**config.mk**
```make
export PLATFORM = sky130hd
export DESIGN_NAME = itd_decoder
export DESIGN_NICKNAME = d
export VERILOG_FILES = /design/src/itd_pkg.sv /design/src/itd_decoder.sv
export SDC_FILE = /design/constraint.sdc
export NUM_CORES = 1
export LEC_CHECK = 0
export ABC_AREA = 1
export BUFFER_PORTS_ARGS = -buffer_cell sky130_fd_sc_hd__buf_2
export CAP_MARGIN = 15
export CORE_MARGIN = 5
export CORE_UTILIZATION = 44
export CTS_BUF_LIST = sky130_fd_sc_hd__clkbuf_8
export CTS_CLUSTER_DIAMETER = 60
export DETAILED_ROUTE_END_ITERATION = 12
export HOLD_SLACK_MARGIN = 0.08
export PLACE_DENSITY_LB_ADDON = 0.25
export REMOVE_ABC_BUFFERS = 1
export SYNTH_ARGS = -nofsm -noshare
export SYNTH_HDL_FRONTEND = slang
export SYNTH_SLANG_ARGS = --single-unit
```
**constraint.sdc**
```tcl
create_clock -name i_clk -period 1.5 [get_ports i_clk]
set_clock_uncertainty 0.15 [all_clocks]
set_input_delay 0.375 -clock i_clk [delete_from_list [all_inputs] [get_ports i_clk]]
set_output_delay 0.375 -clock i_clk [all_outputs]
set_load 0.05 [all_outputs]
```
**src/itd_pkg.sv**
```systemverilog
// Package of constants and carrier types for the instruction timing decoder.
// How it works
// - Opcode map, addressing modes and flag effects match the standard instruction set.
// - All timing counts are plain system clock cycles, never machine cycles.
// - Most instructions take as many cycles as they have program bytes; here unlisted opcodes default to one byte and two cycles.
// - A not-taken conditional branch finishes one cycle before a taken one.
// - The data space move reaches expanded RAM, external memory and program flash.
// - Software reads flash by code space read or data space move, writes by move.
// - Register add, carry add, borrow subtract, increment and accumulator increment: 1 byte, 1 cycle.
// - Direct forms of those arithmetic instructions: 2 bytes, 2 cycles.
// - Indirect RAM forms of those arithmetic instructions: 1 byte, 2 cycles.
// - Immediate add, carry add and borrow subtract: 2 bytes, 2 cycles.
// - A serial link lets a host program flash and talk to debug logic.
// - Host sets breakpoints, runs, halts, steps, reads stack, registers and memory; here a halt holds until reset, with no resume.
// - Debug uses no user RAM, stack, timers or visible resources.
`default_nettype none
package itd_pkg;
  // Arithmetic group opcode high nibbles.
  localparam logic [3:0] OP_INC = 4'h0;
  localparam logic [3:0] OP_ADD = 4'h2;
  localparam logic [3:0] OP_ADC = 4'h3;
  localparam logic [3:0] OP_SBC = 4'h9;
  // Other opcodes the decoder treats specially.
  localparam logic [7:0] OP_CODE_READ_DPTR = 8'h93;
  localparam logic [7:0] OP_CODE_READ_PC = 8'h83;
  localparam logic [3:0] OP_DATA_MOVE_RD = 4'he;
  localparam logic [3:0] OP_DATA_MOVE_WR = 4'hf;
  // Timing figures in clock cycles and instruction lengths in bytes.
  localparam logic [3:0] CYC_ONE = 4'h1;
  localparam logic [3:0] CYC_TWO = 4'h2;
  localparam logic [3:0] CYC_THREE = 4'h3;
  localparam logic [3:0] CYC_DEFAULT = 4'h2;
  localparam logic [1:0] LEN_ONE = 2'h1;
  localparam logic [1:0] LEN_TWO = 2'h2;
  localparam logic [1:0] LEN_THREE = 2'h3;
  // Data space move targets.
  localparam logic [15:0] ERAM_TOP = 16'h0400;

  typedef enum logic [1:0] {TGT_NONE, TGT_ERAM, TGT_EXTMEM, TGT_FLASH} itd_target_e;

  // Decode result handed to the pipeline sequencer.
  typedef struct packed {
    logic [1:0] length;
    logic [3:0] cycles;
    logic taken_extra;
    logic cond_branch;
    logic flash_read;
    logic data_move;
    logic data_write;
  } itd_decode_s;
endpackage
`default_nettype wire

```
**src/itd_decoder.sv**
```systemverilog
// Instruction length, timing and data space target decoder with a debug halt/step gate.
`timescale 1ns/10ps
`default_nettype none
module itd_decoder
  import itd_pkg::*;
(
  // Clock and reset.
  input wire logic i_clk,
  input wire logic i_reset,
  // Opcode from fetch, same clock domain.
  input wire logic i_valid,
  input wire logic [7:0] i_opcode,
  input wire logic i_branch_taken,
  input wire logic [15:0] i_data_addr,
  input wire logic i_flash_move_en,
  // Debug requests from the serial debug link logic, same clock domain.
  input wire logic i_dbg_halt,
  input wire logic i_dbg_step,
  input wire logic i_dbg_bkpt_en,
  input wire logic [15:0] i_dbg_bkpt_addr,
  input wire logic [15:0] i_pc,
  // Decode results.
  output logic o_valid,
  output itd_decode_s o_dec,
  output logic [3:0] o_total_cycles,
  output itd_target_e o_target,
  output logic o_halted
);
  itd_decode_s dec_d;
  logic [3:0] total_d;
  itd_target_e tgt_d;
  logic halted_q;
  logic issue;

  // Combinational opcode decode; unlisted rows default to one byte and two cycles.
  always_comb begin
    dec_d = '0;
    dec_d.length = LEN_ONE;
    dec_d.cycles = CYC_DEFAULT;
    if (i_opcode[3:0] >= 4'h8 && (i_opcode[7:4] == OP_ADD || i_opcode[7:4] == OP_ADC ||
        i_opcode[7:4] == OP_SBC || i_opcode[7:4] == OP_INC)) begin
      dec_d.length = LEN_ONE;
      dec_d.cycles = CYC_ONE;
    end else if (i_opcode == 8'h04) begin
      dec_d.length = LEN_ONE;
      dec_d.cycles = CYC_ONE;
    end else if (i_opcode[3:0] == 4'h5 && (i_opcode[7:4] == OP_ADD ||
        i_opcode[7:4] == OP_ADC || i_opcode[7:4] == OP_SBC || i_opcode[7:4] == OP_INC)) begin
      dec_d.length = LEN_TWO;
      dec_d.cycles = CYC_TWO;
    end else if (i_opcode[3:1] == 3'h3 && (i_opcode[7:4] == OP_ADD ||
        i_opcode[7:4] == OP_ADC || i_opcode[7:4] == OP_SBC || i_opcode[7:4] == OP_INC)) begin
      dec_d.length = LEN_ONE;
      dec_d.cycles = CYC_TWO;
    end else if (i_opcode[3:0] == 4'h4 && (i_opcode[7:4] == OP_ADD ||
        i_opcode[7:4] == OP_ADC || i_opcode[7:4] == OP_SBC)) begin
      dec_d.length = LEN_TWO;
      dec_d.cycles = CYC_TWO;
    end else if (i_opcode == 8'h40 || i_opcode == 8'h50 || i_opcode == 8'h60 ||
        i_opcode == 8'h70) begin
      // Relative conditional jumps: 2 bytes, 2 cycles not taken, 3 taken.
      dec_d.length = LEN_TWO;
      dec_d.cycles = CYC_TWO;
      dec_d.cond_branch = 1'b1;
      dec_d.taken_extra = 1'b1;
    end else if (i_opcode == 8'h20 || i_opcode == 8'h30 || i_opcode == 8'h10 ||
        i_opcode[7:4] == 4'hb && i_opcode[3:2] != 2'h0 || i_opcode[7:3] == 5'h1b ||
        i_opcode == 8'hd5) begin
      // Bit tests, compare-jumps and decrement-jumps: 3 bytes unless register form.
      dec_d.length = (i_opcode[7:3] == 5'h1b) ? LEN_TWO : LEN_THREE;
      dec_d.cycles = (i_opcode[7:3] == 5'h1b) ? CYC_TWO : CYC_THREE;
      dec_d.cond_branch = 1'b1;
      dec_d.taken_extra = 1'b1;
    end else if (i_opcode == OP_CODE_READ_DPTR || i_opcode == OP_CODE_READ_PC) begin
      dec_d.length = LEN_ONE;
      dec_d.cycles = CYC_THREE;
      dec_d.flash_read = 1'b1;
    end else if ((i_opcode[7:4] == OP_DATA_MOVE_RD || i_opcode[7:4] == OP_DATA_MOVE_WR) &&
        (i_opcode[3:0] == 4'h0 || i_opcode[3:1] == 3'h1)) begin
      dec_d.length = LEN_ONE;
      dec_d.cycles = CYC_THREE;
      dec_d.data_move = 1'b1;
      dec_d.data_write = (i_opcode[7:4] == OP_DATA_MOVE_WR);
    end
    // Opcode bits pass untouched, so binary compatibility is kept.
  end

  // Total cycles and the data space target for this instruction.
  always_comb begin
    total_d = dec_d.cycles + ((dec_d.cond_branch && i_branch_taken) ? 4'h1 : 4'h0);
    tgt_d = TGT_NONE;
    if (dec_d.data_move) begin
      if (i_flash_move_en) begin
        tgt_d = TGT_FLASH;
      end else if (i_data_addr < ERAM_TOP) begin
        tgt_d = TGT_ERAM;
      end else begin
        tgt_d = TGT_EXTMEM;
      end
    end
  end

  // Issue gate: a halted core lets one instruction through in each cycle that i_dbg_step is high.
  assign issue = i_valid && (!halted_q || i_dbg_step);

  // Debug halt state lives in dedicated flops, never in user memory.
  always_ff @(posedge i_clk or posedge i_reset) begin
    if (i_reset) begin
      halted_q <= 1'b0;
    end else if (i_dbg_halt || (i_dbg_bkpt_en && i_valid && i_pc == i_dbg_bkpt_addr)) begin
      halted_q <= 1'b1;
    end else if (!i_dbg_halt && !i_dbg_step && i_dbg_bkpt_en == 1'b0 && halted_q) begin
      halted_q <= halted_q;
    end
  end

  // Registered decode outputs to the sequencer.
  always_ff @(posedge i_clk or posedge i_reset) begin
    if (i_reset) begin
      o_valid <= 1'b0;
      o_dec <= '0;
      o_total_cycles <= 4'h0;
      o_target <= TGT_NONE;
    end else begin
      o_valid <= issue;
      o_dec <= dec_d;
      o_total_cycles <= total_d;
      o_target <= tgt_d;
    end
  end

  assign o_halted = halted_q;

  // A register-form add must report one byte and one cycle.
  reg_timing_a: assert property (@(posedge i_clk) disable iff (i_reset)
    (i_opcode[7:3] == 5'h05) |=> (o_dec.length == 2'h1 && o_dec.cycles == 4'h1))
    else $error("register add timing wrong");
  // Direct forms fetch an address byte, so they cost a second cycle.
  direct_timing_a: assert property (@(posedge i_clk) disable iff (i_reset)
    (i_opcode == 8'h25) |=> (o_dec.length == 2'h2 && o_dec.cycles == 4'h2))
    else $error("direct add timing wrong");
  // Indirect forms are one byte but need an extra cycle for the pointer read.
  indirect_timing_a: assert property (@(posedge i_clk) disable iff (i_reset)
    (i_opcode == 8'h96) |=> (o_dec.length == 2'h1 && o_dec.cycles == 4'h2))
    else $error("indirect subtract timing wrong");
  // Immediate forms carry their operand byte.
  immediate_timing_a: assert property (@(posedge i_clk) disable iff (i_reset)
    (i_opcode == 8'h34) |=> (o_dec.length == 2'h2 && o_dec.cycles == 4'h2))
    else $error("immediate carry add timing wrong");
  // A taken relative jump pays one cycle for the redirect.
  branch_extra_a: assert property (@(posedge i_clk) disable iff (i_reset)
    (i_opcode == 8'h60 && i_branch_taken) |=> (o_total_cycles == 4'h3))
    else $error("taken branch not one cycle longer");
  // A jump that falls through costs only its byte count.
  branch_short_a: assert property (@(posedge i_clk) disable iff (i_reset)
    (i_opcode == 8'h70 && !i_branch_taken) |=> (o_total_cycles == 4'h2))
    else $error("not taken branch too long");
  // The flash route overrides the address decode for a move.
  flash_move_a: assert property (@(posedge i_clk) disable iff (i_reset)
    (i_opcode == 8'hf0 && i_flash_move_en) |=> (o_target == TGT_FLASH && o_dec.data_write))
    else $error("move did not target flash");
  // Nothing issues while halted unless a step is granted.
  halt_gate_a: assert property (@(posedge i_clk) disable iff (i_reset)
    (o_halted && !i_dbg_step) |=> !o_valid)
    else $error("instruction issued while halted");
  // The accumulator increment is the pipelined one-byte one-cycle case.
  length_match_a: assert property (@(posedge i_clk) disable iff (i_reset)
    (i_opcode == 8'h04) |=> (o_dec.cycles == {2'h0, o_dec.length}))
    else $error("cycles differ from length");
  // Accumulator increment reports one byte and one cycle.
  inc_acc_a: assert property (@(posedge i_clk) disable iff (i_reset)
    (i_opcode == 8'h04) |=> (o_dec.length == 2'h1 && o_dec.cycles == 4'h1))
    else $error("accumulator increment timing wrong");
  // Direct increment is two bytes and two cycles.
  inc_direct_a: assert property (@(posedge i_clk) disable iff (i_reset)
    (i_opcode == 8'h05) |=> (o_dec.length == 2'h2 && o_dec.cycles == 4'h2))
    else $error("direct increment timing wrong");
  // The sequencer needs both branch flags to add the taken cycle itself.
  branch_flags_a: assert property (@(posedge i_clk) disable iff (i_reset)
    (i_opcode == 8'h40) |=> (o_dec.cond_branch && o_dec.taken_extra))
    else $error("branch flags missing");
  // Arithmetic never picks up a branch cycle, whatever the taken input says.
  arith_no_branch_a: assert property (@(posedge i_clk) disable iff (i_reset)
    (i_opcode == 8'h28 && i_branch_taken) |=> (!o_dec.cond_branch && o_total_cycles == 4'h1))
    else $error("arithmetic took a branch cycle");
  // A code space read is a flash read with no data space target.
  code_read_a: assert property (@(posedge i_clk) disable iff (i_reset)
    (i_opcode == 8'h93) |=> (o_dec.flash_read && o_target == TGT_NONE))
    else $error("code space read not flagged");
  // Low addresses of a move land in the expanded on-chip RAM.
  ram_target_a: assert property (@(posedge i_clk) disable iff (i_reset)
    (i_opcode == 8'he0 && !i_flash_move_en && i_data_addr < ERAM_TOP)
    |=> (o_target == TGT_ERAM))
    else $error("move missed expanded RAM");
  // High addresses of a move go out through the external memory interface.
  ext_target_a: assert property (@(posedge i_clk) disable iff (i_reset)
    (i_opcode == 8'he2 && !i_flash_move_en && i_data_addr >= ERAM_TOP)
    |=> (o_target == TGT_EXTMEM))
    else $error("move missed external memory");
  // A read move is a data move that does not write.
  move_read_a: assert property (@(posedge i_clk) disable iff (i_reset)
    (i_opcode == 8'he0) |=> (o_dec.data_move && !o_dec.data_write))
    else $error("read move flags wrong");
  // Move timing is counted in plain clocks.
  move_cycles_a: assert property (@(posedge i_clk) disable iff (i_reset)
    (i_opcode == 8'hf0) |=> (o_dec.cycles == CYC_THREE))
    else $error("move cycle count wrong");
  // A granted step lets the waiting opcode through.
  step_issue_a: assert property (@(posedge i_clk) disable iff (i_reset)
    (i_valid && o_halted && i_dbg_step) |=> o_valid)
    else $error("step did not issue");
  // A running core passes every valid opcode at full speed.
  run_issue_a: assert property (@(posedge i_clk) disable iff (i_reset)
    (i_valid && !o_halted) |=> o_valid)
    else $error("running core dropped an opcode");
  // Halt is sticky until reset; there is no resume input.
  halt_sticky_a: assert property (@(posedge i_clk) disable iff (i_reset)
    o_halted |=> o_halted)
    else $error("halt released without reset");
  // A halt request takes effect at the next edge.
  halt_entry_a: assert property (@(posedge i_clk) disable iff (i_reset)
    i_dbg_halt |=> o_halted)
    else $error("halt request ignored");
endmodule
`default_nettype wire

```
* Word level (Yosys, flattened, before mapping)
Index checks and enable logic that the tools add are counted.
Storage, ports and cells: bits in registers 19, latch bits 0, RAM bits 0, bits in read-only memories 0, input bits 64, output and inout bits 19, word-level logic and storage cells 93, memories kept 0
Operators by class: add/subtract/negate cells 1, multipliers 0, div/mod/pow operators 0, magnitude comparators 2, eq/ne operators 23, shift-type cells 0, mux-type cells 26, bitwise logic cells 0, reduce and logical (&&, ||, !) cells 30
Operators by type and width (count):
- $mux W6 | 7
- $eq A8 B7 Y1 const B | 4
- $mux W5 | 5
- $eq A8 B8 Y1 const B | 3
- $eq A16 B16 Y1 | 1
- $eq A4 B4 Y1 const B | 4
- $eq A8 B6 Y1 const B | 2
- $logic_or A1 B1 Y1 | 16
- $lt A16 B11 Y1 const B | 1
- $mux W2 | 6
- $logic_and A1 B1 Y1 | 10
- $eq A4 B2 Y1 const B | 2
- $eq A4 B3 Y1 const B | 2
- $eq A8 B3 Y1 const B | 1
- $eq A8 B5 Y1 const B | 1
- $logic_not A4 Y1 | 2
- $mux W8 | 1
- $mux W3 | 2
- $eq A5 B5 Y1 const B | 1
- $mux W1 | 5
- $add A4 B1 Y4 | 1
- $ge A4 B4 Y1 const B | 1
- $eq A3 B1 Y1 const B | 1
- $eq A3 B2 Y1 const B | 1
- other kinds (2) | 2

* Longest topological paths before layout
depth after elaboration 16, gate-level depth with buffers 10, depth with buffers taken out 10

* Worst setup path before layout
OpenSTA, ideal clock, no wires.
path type input to register, from in i_opcode[2], to reg o_total_cycles[1], setup time 0.126 ns, data arrival time 1.404 ns, required time 1.224 ns, path slack -0.180 ns, stages 8, buffers on the path 0, cells stage by stage nor2_2 > nor3_1 > nor2_1 > nand2_1 > nand2_1 > nand3_1 > ha_1 > ha_1
RTL lines:
- from (decl) | RTL line itd_decoder.sv:12 | input wire logic [7:0] i_opcode,
- to (signal assigned) | RTL line itd_decoder.sv:127 | o_total_cycles <= total_d;
- to (decl) | RTL line itd_decoder.sv:25 | output logic [3:0] o_total_cycles,

==> results.sh <==
export IMPL_r2r_start="o_halted"
export IMPL_syn_inst=166
export IMPL_hold_viol=0
export IMPL_rows=17
export IMPL_path_clk_slew_ns=0.06
export IMPL_hp_class="input port to register"
export IMPL_finalSetupViolCount=2
export IMPL_synth_avg_cell_area_um2=6.38
export IMPL_max_cap_violations=0
export IMPL_grt_pass1_vias=1155
export IMPL_relSlewSlack_pct=63.8
export IMPL_total_leakage_power_uw=0.00111
export IMPL_yosysTopAreaCell="dfrtp_1"
export IMPL_status="finished with violations"
export IMPL_power_density_nw_per_um2=620
export IMPL_numClockSinks=15
export IMPL_max_clock_path_buffers=2
export IMPL_finalPower_uw=1120
export IMPL_combPwrFrac_pct=34.7
export IMPL_yosysWarnings=0
export IMPL_netlist_area_leader_share_pct=35.5
export IMPL_clkPwrFrac_pct=27.1
export IMPL_async_flop_share_pct=100
export IMPL_worst_path_buf_inv=3
export IMPL_die_y_um=59.1
export IMPL_setup_slack_ns=-0.118
export IMPL_crit_arrival_ns=1.60
export IMPL_diodes=0
export IMPL_required_ns=1.48
export IMPL_startpoint_type="input port"
export IMPL_worstHoldEndpoint="o_halted"
export IMPL_synth_ff_type="dfrtp_1"
export IMPL_violations="setup timing"
export IMPL_crit_type="input port to register"
export IMPL_synthDistinctLibCells=23
export IMPL_ios=83
export IMPL_swShare_pct=31.4
export IMPL_num_vias=1274
export IMPL_worstSkewPairLatency_ns=0.24
export IMPL_reg2regPathDepth=2
export IMPL_antenna_left=0
export IMPL_viasPerCell=4.39
export IMPL_crit_fanout=4
export IMPL_slowest_delay_ns=0.18
export IMPL_grt_ovfl_total=0
export IMPL_p_int_uw=766
export IMPL_routed_wl_mm=3.00
export IMPL_wl_per_cell_um=10.4
export IMPL_cpMostUsedCell="ha_4"
export IMPL_yosysSeqAreaShare_pct=35.5
export IMPL_post_route_period_util_pct=108
export IMPL_die_area_um2=3490
export IMPL_min_from="i_dbg_halt"
export IMPL_drive_above_1_share_pct=45.8
export IMPL_drc_errors=0
export IMPL_grt_pass1_wl_mm=4.62
export IMPL_tightest_slew_ns=0.542
export IMPL_grt_max_degree=16
export IMPL_ir_worst_vdd_uv=480
export IMPL_critPathCaptureType="register"
export IMPL_crit_path_cell_trace="buf_8 > nor2_4 > nand2_1 > nor2_1 > nor2_2 > buf_6 > nand3_4 > nand2_2 > inv_2 > ha_4 > ha_4"
export IMPL_dp_hpwl_mm=2.21
export IMPL_fin_crit_ns=1.62
export IMPL_synth_area_leaders="dfrtp_1 (35%), nand2_1 (20%), inv_1 (13%), nor2_1 (8.2%), xnor2_1 (3.3%)"
export IMPL_synthTopCellsByCount="nand2_1 (56), inv_1 (36), nor2_1 (23), dfrtp_1 (15), nand3_1 (6)"
export IMPL_cts_tree="yes"
export IMPL_area_growth_pct=70.1
export IMPL_netlist_area_um2=1060
export IMPL_yosysMostFrequentCell="nand2_1"
export IMPL_hold_depth=3
export IMPL_start_util_pct=46.9
export IMPL_grt_usage_pct=17.2
export IMPL_nNetsFinal=329
export IMPL_r2r_end="o_halted"
export IMPL_finalMaxSlewViolations=0
export IMPL_synth_edf_count=0
export IMPL_root_buffer="clkbuf_8"
export IMPL_htreeDepth=1
export IMPL_fmax_ghz=0.618
export IMPL_io_buffers=69
export IMPL_dp_slack_ns=-0.409
export IMPL_firstDrtPassIters=4
export IMPL_synth_seq_cells=15
export IMPL_drt_initial_drc_count=27
export IMPL_reg2reg_slack_ns=0.70
export IMPL_antenna_found_initial=0
export IMPL_cpLargestDelayFamily="simple AND/OR/NAND/NOR gates"
export IMPL_die_w_um=59.1
export IMPL_switching_power_uw=351
export IMPL_seqPwrFrac_pct=38.2
export IMPL_cpMaxStageDelayCell="ha_4"
export IMPL_cts_made_buffers=3
export IMPL_core_area_um2=2250
export IMPL_rsz0062_at_grt="yes"
export IMPL_routabilityCongestion=0.864
## worst min-delay path: stages
cell and delay (ns):
buf_2 0.07, nor2_1 0.03, nand2_1 0.05
## what timing repair did
item	in CTS	in global routing
hold endpoints to repair	15	0
setup endpoints to repair	3	4
gates resized for setup	30	11
pin swaps	10	10
hold buffers	1	0
buffers inserted	7	1
## layout make-up
type,count,area [um2]
inverters,37,141
multi-input cells,112,611
fillers,172,454
clock inverters,1,3.75
well taps,28,35.0
clock buffers,3,41.3
flip-flops and latches,15,375
repair buffers,94,593
## per-stage QoR
| step | hold WS (ns) | TNS [ns] | util, % | cells | area (um2) |
|---|---|---|---|---|---|
| 6_report | 0.170 | -0.160 | 79.9 | 290 | 1800 |
| 5_1_grt | 0.177 | -0.311 | 79.9 | 290 | 1800 |
| 4_1_cts | 0.170 | -0.0263 | 77.6 | 289 | 1750 |
| 3_5_place_dp | 0.290 | -0.963 | 68.1 | 277 | 1540 |
| 3_3_place_gp | 0.287 | -0.828 | 68.1 | 277 | 1540 |
| 2_1_floorplan | 0.126 | -0.272 | - | 164 | 1040 |
## logic make-up after synthesis
family	count (synthesis)	share of synthesized area, %
and+or+nand+nor	95	38.3
buffers and inverters	41	16.0
DFF	15	35.5
AOI/OAI and AO/OA	8	4.26
xor gates and xnor gates	4	3.31
adders and majority gates	2	2.36
other	1	0.354
## per-layer routing
metal | wire, um | vias to the layer above | GRT usage, %
li1 | - | 677 | -
met1 | 1150 | 537 | 18.5
met2 | 1530 | 52 | 32.8
met3 | 246 | 8 | 2.40
met4 | 78 | 0 | 7.77
met5 | 0 | - | 0
## flip-flops by register name (all words and copies together), names as in the netlist
register	flops
o_dec	8
o_total_cycles	3
o_target	2
o_halted	1
o_valid	1
## cell usage in the layout (no fill, tap or decap), types with 3 or more instances in the layout
cell and instances:
buf_4 25, inv_2 6, nand3_1 5, nand2_1 52, inv_1 31, xnor2_1 4
nor2_4 3, conb_1 3, nand2_2 4, dfrtp_1 15, o21ai_0 3, clkbuf_8 3
buf_6 4, buf_2 61, nor2_1 19, buf_8 3
## power groups by stage
| stage | Sequential [uW] | Combinational [uW] | Clock, uW |
|---|---|---|---|
| 2_1_floorplan | 499 | 118 | 0 |
| 3_3_place_gp | 432 | 324 | 0 |
| 3_5_place_dp | 433 | 330 | 0 |
| 4_1_cts | 426 | 370 | 306 |
| 5_1_grt | 428 | 425 | 334 |
| 6_report | 426 | 388 | 302 |
## worst max-delay path by stage
| stage | start | to | slack [ns] | cells past startpoint |
|---|---|---|---|---|
| after CTS | i_opcode[3] | o_total_cycles[1] | -0.03 | 11 |
| final | i_opcode[2] | o_total_cycles[1] | -0.12 | 11 |
| after global routing | i_opcode[2] | o_total_cycles[1] | -0.17 | 11 |
| after global placement | i_opcode[1] | o_total_cycles[1] | -0.36 | 10 |
| after detailed placement | i_opcode[5] | o_total_cycles[1] | -0.41 | 11 |
| after floorplan | i_opcode[2] | o_total_cycles[1] | -0.18 | 8 |
Power figures use the tool's default switching activity.
